**config.mk**
```make
export PLATFORM = sky130hd
export DESIGN_NAME = flash_host_seq
export DESIGN_NICKNAME = d
export VERILOG_FILES = /design/src/hw/flash_pkg.sv /design/src/hw/flash_bus_cycle.sv /design/src/hw/flash_host_seq.sv
export VERILOG_INCLUDE_DIRS = /design/src /design/src/hw
export SDC_FILE = /design/constraint.sdc
export NUM_CORES = 1
export LEC_CHECK = 0
export ABC_AREA = 0
export BUFFER_PORTS_ARGS = -buffer_cell sky130_fd_sc_hd__buf_4
export CAP_MARGIN = 10
export CORE_AREA = 2 2 169 171
export DETAILED_ROUTE_END_ITERATION = 16
export DIE_AREA = 0 0 171 173
export SETUP_SLACK_MARGIN = 0.1
export SYNTH_ARGS = -nofsm -noshare
export SYNTH_HDL_FRONTEND = slang
export SYNTH_HIERARCHICAL = 1
export SYNTH_SLANG_ARGS = --single-unit
```
**constraint.sdc**
```tcl
create_clock -name clk -period 3.1 [get_ports clk]
set_input_delay 0.62 -clock clk [delete_from_list [all_inputs] [get_ports clk]]
set_output_delay 0.62 -clock clk [all_outputs]
set_load 0.1 [all_outputs]
```
**src/hw/flash_defines.svh**
```systemverilog
// constants for the host-side stacked flash command sequencer
`ifndef FLASH_DEFINES_SVH
`define FLASH_DEFINES_SVH

// ==================================================
// widths
`define FL_ADDR_W      24
`define FL_DATA_W      16
`define FL_SEL_BIT     23

// ==================================================
// timing at 100 MHz
`define CLK_PERIOD_NS  10
`define T_WP_NS        70
`define T_RD_NS        110
`define SYNC_CYC       2
`define WP_CYC         ((`T_WP_NS + `CLK_PERIOD_NS - 1) / `CLK_PERIOD_NS)
`define RD_CYC         (((`T_RD_NS + `CLK_PERIOD_NS - 1) / `CLK_PERIOD_NS) + `SYNC_CYC)

// ==================================================
// status word fields
`define SR_READY_BIT   7
`define SR_ESUS_BIT    6
`define SR_ERASE_ERR   5
`define SR_PROG_ERR    4
`define SR_VPEN_ERR    3
`define SR_PSUS_BIT    2
`define SR_PROT_ERR    1

`endif

```
**src/hw/flash_pkg.sv**
```systemverilog
// types shared by the flash host sequencer files
package flash_pkg;

    typedef enum logic [3:0] {
        OP_PROGRAM  = 4'h0,
        OP_ERASE    = 4'h1,
        OP_PROTECT  = 4'h2,
        OP_OTP      = 4'h3,
        OP_POLL     = 4'h4,
        OP_SUSPEND  = 4'h5,
        OP_RESUME   = 4'h6,
        OP_READ     = 4'h7,
        OP_STATUS   = 4'h8
    } op_t;

    typedef struct packed {
        op_t         op;
        logic [23:0] addr;
        logic [15:0] data;
    } host_req_t;

    typedef struct packed {
        logic        write;
        logic [23:0] addr;
        logic [15:0] data;
    } bus_req_t;

    typedef struct packed {
        logic        ce_n;
        logic        oe_n;
        logic        we_n;
        logic [23:0] addr;
        logic [15:0] dq_out;
        logic        dq_oe;
    } flash_pins_t;

endpackage

```
**src/hw/flash_bus_cycle.sv**
```systemverilog
// one asynchronous write or read cycle on the flash pins
`timescale 1ns/1ps
`include "flash_defines.svh"
module flash_bus_cycle
    import flash_pkg::*;
(
    // clock and reset
    input  wire logic                  clk,
    input  wire logic                  rst,
    // cycle request
    input  wire logic                  start,
    input  wire bus_req_t              req,
    output      logic                  done,
    output      logic [`FL_DATA_W-1:0] rdata,
    // flash pins
    output      flash_pins_t           pins,
    input  wire logic [`FL_DATA_W-1:0] dq_in
);

    typedef enum logic [1:0] {
        B_IDLE   = 2'b00,
        B_SETUP  = 2'b01,
        B_STROBE = 2'b10,
        B_HOLD   = 2'b11
    } bstate_t;

    localparam logic [4:0] WP_LAST = 5'(`WP_CYC - 1);
    localparam logic [4:0] RD_LAST = 5'(`RD_CYC - 1);

    bstate_t               state;
    logic [4:0]            cnt;
    logic [`FL_DATA_W-1:0] dq_meta;
    logic [`FL_DATA_W-1:0] dq_sync;

    // read strobe is stretched by the synchroniser depth so data is settled when taken
    always_ff @(posedge clk) begin
        dq_meta <= dq_in;
        dq_sync <= dq_meta;
    end

    always_ff @(posedge clk) begin
        if (rst) begin
            state <= B_IDLE;
            cnt   <= 5'h00;
            done  <= 1'b0;
            rdata <= '0;
            pins  <= '{ce_n: 1'b1, oe_n: 1'b1, we_n: 1'b1, addr: '0, dq_out: '0, dq_oe: 1'b0};
        end else begin
            done <= 1'b0;
            unique case (state)
                B_IDLE: begin
                    if (start) begin
                        pins.addr   <= req.addr;
                        pins.dq_out <= req.data;
                        pins.dq_oe  <= req.write;
                        pins.ce_n   <= 1'b0;
                        state       <= B_SETUP;
                    end
                end
                B_SETUP: begin
                    pins.we_n <= ~req.write;
                    pins.oe_n <= req.write;
                    cnt       <= req.write ? WP_LAST : RD_LAST;
                    state     <= B_STROBE;
                end
                B_STROBE: begin
                    if (cnt == 5'h00) begin
                        pins.we_n <= 1'b1;
                        pins.oe_n <= 1'b1;
                        if (!req.write) begin
                            rdata <= dq_sync;
                        end
                        state <= B_HOLD;
                    end else begin
                        cnt <= cnt - 5'h01;
                    end
                end
                B_HOLD: begin
                    pins.ce_n  <= 1'b1;
                    pins.dq_oe <= 1'b0;
                    done       <= 1'b1;
                    state      <= B_IDLE;
                end
            endcase
        end
    end

endmodule

```
**src/hw/flash_host_seq.sv**
```systemverilog
// host sequencer that issues flash commands to the right internal memory
`timescale 1ns/1ps
`include "flash_defines.svh"
module flash_host_seq
    import flash_pkg::*;
#(
    parameter logic [15:0] CMD_PROGRAM     = 16'h0040,
    parameter logic [15:0] CMD_ERASE       = 16'h0020,
    parameter logic [15:0] CMD_CONFIRM     = 16'h00d0,
    parameter logic [15:0] CMD_PROTECT     = 16'h0060,
    parameter logic [15:0] CMD_PROT_CONF   = 16'h0001,
    parameter logic [15:0] CMD_OTP_PROGRAM = 16'h00c0,
    parameter logic [15:0] CMD_SUSPEND     = 16'h00b0,
    parameter logic [15:0] CMD_RESUME      = 16'h00d0,
    parameter logic [15:0] CMD_READ_STATUS = 16'h0070,
    parameter logic [15:0] CMD_CLR_STATUS  = 16'h0050,
    parameter logic [15:0] CMD_READ_ARRAY  = 16'h00ff
)(
    // clock and reset
    input  wire logic                  clk,
    input  wire logic                  rst,
    // user requests
    input  wire logic                  req_valid,
    input  wire host_req_t             req,
    output      logic                  req_ready,
    output      logic                  done,
    output      logic                  refused,
    output      logic                  op_error,
    output      logic [`FL_DATA_W-1:0] rd_data,
    output      logic [`FL_DATA_W-1:0] status,
    output      logic [1:0]            mem_busy,
    output      logic [1:0]            mem_suspended,
    // flash pins
    output      flash_pins_t           pins,
    input  wire logic [`FL_DATA_W-1:0] dq_in
);

    typedef enum logic [3:0] {
        S_IDLE   = 4'h0,
        S_W1     = 4'h1,
        S_W2     = 4'h2,
        S_RSCMD  = 4'h3,
        S_RSREAD = 4'h4,
        S_CLR    = 4'h5,
        S_RACMD  = 4'h6,
        S_RDATA  = 4'h7,
        S_FIN    = 4'h8
    } state_t;

    // ==================================================
    // sequence registers
    state_t                state;
    logic                  go;
    op_t                   op;
    logic                  mem;
    logic [`FL_ADDR_W-1:0] cmd_addr;
    logic [`FL_ADDR_W-1:0] data_addr;
    logic [`FL_DATA_W-1:0] w1_val;
    logic [`FL_DATA_W-1:0] w2_val;
    logic                  two_writes;
    logic                  do_status;
    logic                  poll_loop;
    logic                  do_array;
    logic                  do_data;
    logic                  saw_error;

    // per-memory bookkeeping; the device keeps its own mode per memory, so we mirror it
    logic [`FL_ADDR_W-1:0] active_addr [2];

    // ==================================================
    // bus cycle engine
    bus_req_t              bus_req;
    logic                  bus_done;
    logic [`FL_DATA_W-1:0] bus_rdata;

    flash_bus_cycle u_cycle (
        .clk   (clk),
        .rst   (rst),
        .start (go),
        .req   (bus_req),
        .done  (bus_done),
        .rdata (bus_rdata),
        .pins  (pins),
        .dq_in (dq_in)
    );

    // ==================================================
    // decode of the incoming request
    wire       req_mem     = req.addr[`FL_SEL_BIT];
    wire       tgt_busy    = mem_busy[req_mem];
    wire       tgt_susp    = mem_suspended[req_mem];
    wire       is_start    = (req.op == OP_PROGRAM) || (req.op == OP_ERASE) ||
                             (req.op == OP_PROTECT) || (req.op == OP_OTP);
    wire       runs        = tgt_busy && !tgt_susp;
    // a started memory accepts no new start; suspended program is not combined with another
    wire       req_bad     = (is_start && tgt_busy) ||
                             ((req.op == OP_POLL || req.op == OP_SUSPEND) && !runs) ||
                             (req.op == OP_RESUME && !tgt_susp) ||
                             (req.op == OP_READ && runs);
    wire       accept      = (state == S_IDLE) && req_valid && !req_bad;
    wire [`FL_ADDR_W-1:0] tracked = active_addr[req_mem];
    // suspend, resume and polls all reuse the address of the operation they act on
    wire [`FL_ADDR_W-1:0] acc_addr = (is_start || !tgt_busy) ? req.addr : tracked;

    // ==================================================
    // next state and bus word per state
    wire       sr_ready    = bus_rdata[`SR_READY_BIT];
    wire       sr_err      = bus_rdata[`SR_ERASE_ERR] | bus_rdata[`SR_PROG_ERR] |
                             bus_rdata[`SR_VPEN_ERR] | bus_rdata[`SR_PROT_ERR];
    wire state_t after_w   = do_status ? S_RSCMD : (do_array ? S_RACMD : S_FIN);
    wire state_t after_sr  = (poll_loop && !sr_ready) ? S_RSCMD :
                             (sr_ready && sr_err) ? S_CLR :
                             (do_array ? S_RACMD : S_FIN);
    wire state_t after_w1  = two_writes ? S_W2 : after_w;
    wire state_t after_ra  = do_data ? S_RDATA : S_FIN;
    // first step worked out from the request itself, since setup registers load in the same edge
    wire       acc_write   = is_start || req.op == OP_SUSPEND || req.op == OP_RESUME;
    wire       acc_status  = req.op == OP_POLL || req.op == OP_STATUS;
    wire state_t first_st_acc = acc_write ? S_W1 : (acc_status ? S_RSCMD : S_RACMD);

    assign bus_req.write = (state != S_RSREAD) && (state != S_RDATA);
    // status reads always follow the address of the command being watched
    assign bus_req.addr  = (state == S_RDATA) ? data_addr : cmd_addr;
    assign bus_req.data  = (state == S_W1)    ? w1_val :
                           (state == S_W2)    ? w2_val :
                           (state == S_RSCMD) ? CMD_READ_STATUS :
                           (state == S_CLR)   ? CMD_CLR_STATUS :
                           (state == S_RACMD) ? CMD_READ_ARRAY : '0;

    // ==================================================
    // sequence setup taken at accept
    always_ff @(posedge clk) begin
        if (rst) begin
            op         <= OP_PROGRAM;
            mem        <= 1'b0;
            cmd_addr   <= '0;
            data_addr  <= '0;
            w1_val     <= '0;
            w2_val     <= '0;
            two_writes <= 1'b0;
            do_status  <= 1'b0;
            poll_loop  <= 1'b0;
            do_array   <= 1'b0;
            do_data    <= 1'b0;
        end else if (accept) begin
            op         <= req.op;
            mem        <= req_mem;
            // read-array goes to the suspended operation's address, else into the target memory
            cmd_addr   <= (req.op == OP_READ && tgt_susp) ? tracked : acc_addr;
            data_addr  <= req.addr;
            w2_val     <= req.data;
            two_writes <= is_start;
            do_status  <= req.op == OP_POLL || req.op == OP_SUSPEND || req.op == OP_STATUS;
            poll_loop  <= req.op == OP_POLL || req.op == OP_SUSPEND;
            do_array   <= req.op == OP_POLL || req.op == OP_SUSPEND || req.op == OP_READ;
            do_data    <= req.op == OP_READ;
            unique case (req.op)
                OP_PROGRAM: w1_val <= CMD_PROGRAM;
                OP_ERASE:   w1_val <= CMD_ERASE;
                OP_PROTECT: w1_val <= CMD_PROTECT;
                OP_OTP:     w1_val <= CMD_OTP_PROGRAM;
                OP_SUSPEND: w1_val <= CMD_SUSPEND;
                OP_RESUME:  w1_val <= CMD_RESUME;
                default:    w1_val <= CMD_READ_STATUS;
            endcase
            if (req.op == OP_ERASE) begin
                w2_val <= CMD_CONFIRM;
            end else if (req.op == OP_PROTECT) begin
                w2_val <= CMD_PROT_CONF;
            end
        end
    end

    // ==================================================
    // state machine
    always_ff @(posedge clk) begin
        if (rst) begin
            state <= S_IDLE;
            go    <= 1'b0;
        end else begin
            go <= 1'b0;
            unique case (state)
                S_IDLE: begin
                    if (accept) begin
                        state <= first_st_acc;
                        go    <= 1'b1;
                    end
                end
                S_FIN: begin
                    state <= S_IDLE;
                end
                S_W1:     if (bus_done) begin state <= after_w1; go <= after_w1 != S_FIN; end
                S_W2:     if (bus_done) begin state <= after_w;  go <= after_w  != S_FIN; end
                S_RSCMD:  if (bus_done) begin state <= S_RSREAD; go <= 1'b1; end
                S_RSREAD: if (bus_done) begin state <= after_sr; go <= after_sr != S_FIN; end
                S_CLR:    if (bus_done) begin
                    state <= do_array ? S_RACMD : S_FIN;
                    go    <= do_array;
                end
                S_RACMD:  if (bus_done) begin state <= after_ra; go <= after_ra != S_FIN; end
                S_RDATA:  if (bus_done) begin state <= S_FIN; end
                default:  state <= S_IDLE;
            endcase
        end
    end

    // ==================================================
    // results and per-memory bookkeeping
    always_ff @(posedge clk) begin
        if (rst) begin
            req_ready      <= 1'b0;
            done           <= 1'b0;
            refused        <= 1'b0;
            op_error       <= 1'b0;
            saw_error      <= 1'b0;
            rd_data        <= '0;
            status         <= '0;
            mem_busy       <= 2'b00;
            mem_suspended  <= 2'b00;
            active_addr[0] <= '0;
            active_addr[1] <= '0;
        end else begin
            req_ready <= (state == S_IDLE) && !accept;
            done      <= 1'b0;
            refused   <= (state == S_IDLE) && req_valid && req_bad;
            if (accept) begin
                saw_error <= 1'b0;
                if (is_start) begin
                    active_addr[req_mem] <= req.addr;
                end
            end
            if (state == S_RSREAD && bus_done) begin
                status <= bus_rdata;
                if (sr_ready && sr_err) begin
                    saw_error <= 1'b1;
                end
            end
            if (state == S_RDATA && bus_done) begin
                rd_data <= bus_rdata;
            end
            if (state == S_FIN) begin
                done     <= 1'b1;
                op_error <= saw_error;
                unique case (op)
                    OP_PROGRAM, OP_ERASE, OP_PROTECT, OP_OTP: mem_busy[mem] <= 1'b1;
                    OP_POLL:    mem_busy[mem] <= 1'b0;
                    OP_SUSPEND: begin
                        // a suspend that lands after completion leaves nothing suspended
                        mem_suspended[mem] <= status[`SR_ESUS_BIT] | status[`SR_PSUS_BIT];
                        mem_busy[mem]      <= status[`SR_ESUS_BIT] | status[`SR_PSUS_BIT];
                    end
                    OP_RESUME:  mem_suspended[mem] <= 1'b0;
                    default:    mem_busy[mem] <= mem_busy[mem];
                endcase
            end
        end
    end

endmodule

```
==> impl_results.md <==
* Status: complete, no violations
* Count of cell types in the netlist at 69
* M1 GR Usage at 23.3%
* Post-synthesis register bit count at around 270
* Area grow syn2layout at 22.2%
* Critical Path Fanout Max at 23
* GP Congestion at 0.795
* Setup violations, final at 0
* Largest net degree at the start of global routing at 87
* Post-synthesis cell count at 1,259
* Mapped cell area at 11,000 µm²
* PortBufs at 146
* Top-area cell type share of the netlist area at between 40% and 50%
* Number of CTS-inserted buffers at 30
* GR peak layer: met2
* Simple-Gate Fraction of Synth Area at 23.2%
* Worst VDD drop at 368 µV
* Vias in the first global route at 8,689
* Period utilisation layout at 82.5%
* First-pass GRT wire length at 45.4 mm
* Clock Latency Late Sink at 0.55 ns
* Crit path launch type: flop
* Sum Neg Setup Slack at 0 ns
* DRT Pass-1 Iters at 6
* HP Class: input pin to flop
* RSZ-0062 raised after global routing: false
* Slew HR at 26.3%
* Main combinational cell family by area after synthesis: simple AND/OR/NAND/NOR gates
* Post-place setup slack at 0.00214 ns
* Final Critical Period at about 2.6 ns
* Commonest cells post-synth: nand2_1, dfxtp_1, a21oi_1
* Syn_area_per_cell at 8.72 µm²
* All-Layer GR Usage at 18.9%
* Sw Pwr at 3.52 mW
* Cell Int Power at 7.12 mW
* Fillers at 2,723
* Num ports at 147
* Post-synth EDFFs at 48
* Final Power at 10.6 mW
* Die X at 171 µm
* Detailed-route wire length at 28.3 mm
* Initial DRC count at 587
* Seq/Total Area, Yosys at between 50% and 60%
* Met3 Usage GRT at 3.66%
* Worst-path clk slew at 0.06 ns
* Post-CTS Setup Repair Bufs at 0
* Mux share of post-synthesis cell area at 2.95%
* Fin. Hold Viols at 0
* XOR/XNOR Fraction of Synth Area at 0.160%
* CTS tree: done
* Finished Layout Cells at around 1,800
* Final ANT Viol Nets at 0
* Largest area contributor in the netlist: dfxtp_1
* WL/cell at 16.0 µm
* Critical path arrival at slightly below 3 ns
* Drc violations at 0
* Die area at ~30,000 µm²
* Tightest Pin Transition at 1.10 ns
* Layout cells sized above 1 at 17.7%
* Root Buffer: clkbuf_16
* Lkg Pwr at 5.14 nW
* Max-Cap Viols at 0
* Area contributors post-synth: dfxtp_1, edfxtp_1, nand2_1
* Compound-Gate Fraction of Synth Area at 14.8%
* Synth warnings at 6
* CTS Hold Bufs at 0
* Met2 usage at 33.0%
* Synth async-reset ratio at 0%
* Worst clock skew at 0.0123 ns
* Inst Count DP at approximately 1,700
* Drt via density at 5.07
* Core Box Area at 27,600 µm²
* Ys flop type: dfxtp_1
* Net count, final at 1,437
* Area of the multi-input gates at 4630 µm²
* Bufs on Longest Clock Path at 3
* PwrDens at around 790 nW/µm²
* Clock share of power at 34.3%
* Sw frac at 33.1%
* Sink Count at 271
* Synthesized Nets at 1,327
* H-tree depth at 1
* FP Rows at 61
* Initial core utilization at 39.7%
* Initial antenna violation count at 1
* Final max-slew violation count at 0
* Power share of the sequential group at 39.4%
* DR vias at approximately 9,000
* Grt ovf at 0
* Comb power frac at 26.2%
* Top-count cell post-synth: nand2_1
* CP Class: flop to flop
* WP data required at approximately 3.5 ns
* Final HPWL DP at 18.0 mm
* FF+latch area at 5910 µm²
* Final core occ at 48.6%
* Worst Setup End Kind: flop
* Post-CTS Resized at 0
* Worst setup margin at between 0.5 and 0.6 ns
* Adder-cell area share of the yosys netlist at 0.570%
* Max Freq at slightly below 0.4 GHz
* Die Height at ~170 µm
-- power by group through the flow --
stage / logic [mW] / registers (mW) / clock network (mW)
2_1_floorplan: 1.81 / 4.54 / 0
3_3_place_gp: 2.77 / 4.26 / 0
3_5_place_dp: 2.80 / 4.27 / 0
4_1_cts: 2.80 / 4.19 / 3.73
5_1_grt: 3.07 / 4.24 / 3.87
6_report: 2.79 / 4.20 / 3.65
-- through the flow --
stage | hold WS, ns | cell area, µm²
finish | 0.170 | 13400
CTS | 0.148 | 13400
global placement | 0.310 | 12400
detailed placement | 0.312 | 12400
global route | 0.150 | 13400
floorplan | 0.310 | 11000
-- cell type report --
class	count	area share, %
diodes	1	0.0187
clock buffers	45	6.77
clock inverters	8	0.905
inverters	13	0.364
multi-input cells	881	34.5
flip-flops and latches	271	44.1
well taps	378	3.53
repair buffers	172	9.84
-- kinds of logic after synthesis --
| logic type | after synthesis |
|---|---|
| AND/OR/NAND/NOR | 562 |
| AO/OA/AOI/OAI | 280 |
| flip-flops | 271 |
| buffers and inverters | 107 |
| multiplexers | 31 |
| adder cells (fa/ha/maj) | 5 |
| XOR/XNOR | 2 |
| other | 1 |
-- metal layers --
metal  part of all wire [%]  vias to the layer above
li1                       -                     4477
met1                     42                     4228
met2                     49                      222
met3                    5.8                       50
met4                    3.0                        0
met5                      0                        -
-- final timing paths --
check,startpoint,endpoint,slack (ns),cells after the start
worst max register to register,state[3],active_addr[0][21],0.54,5
worst min register to register,u_cycle/dq_meta[5],u_cycle/dq_sync[5],0.32,0
worst max-delay path,state[3],active_addr[0][21],0.54,5
worst min-delay path,dq_in[0],u_cycle/dq_meta[0],0.17,1
-- worst max-delay path, stage by stage, from the launching register on --
cell	delay, ns
dfxtp_1	0.31
nor2_1	0.26
nand3_1	0.21
or3_2	0.56
nor4_4	0.85
and2_1	0.24
-- layout by cell type (no fill, tap or decap), types with 4 or more instances in the layout --
cell type | synthesis | routed
nor2b_1 | 6 | 6
edfxtp_1 | 48 | 48
clkbuf_16 | 0 | 31
nor3_1 | 22 | 22
inv_1 | 12 | 12
o21a_1 | 7 | 7
or2_2 | 4 | 4
nor2_1 | 48 | 47
clkbuf_8 | 0 | 8
dfxtp_2 | 0 | 4
or3_1 | 8 | 7
ha_1 | 5 | 5
o21ai_1 | 17 | 17
and2_1 | 57 | 56
clkbuf_1 | 62 | 6
nand3b_1 | 4 | 4
o211ai_1 | 24 | 24
nand2b_1 | 10 | 10
buf_4 | 10 | 169
mux2i_1 | 29 | 29
a21oi_1 | 178 | 178
nand2_1 | 350 | 349
dfxtp_1 | 223 | 219
a211oi_1 | 15 | 15
nand3_1 | 32 | 32
o21ai_0 | 9 | 9
-- sequential cells by signal, summed over array words and instances (netlist names), 4 cells and up --
register / flops
active_addr: 48
rd_data: 16
state: 4
w1_val: 4
op: 4
u_cycle/dq_sync: 16
cmd_addr: 24
w2_val: 16
u_cycle/pins: 44
u_cycle/cnt: 5
status: 16
u_cycle/rdata: 16
u_cycle/dq_meta: 16
data_addr: 23
No activity file was read; power rests on OpenSTA's default activity.
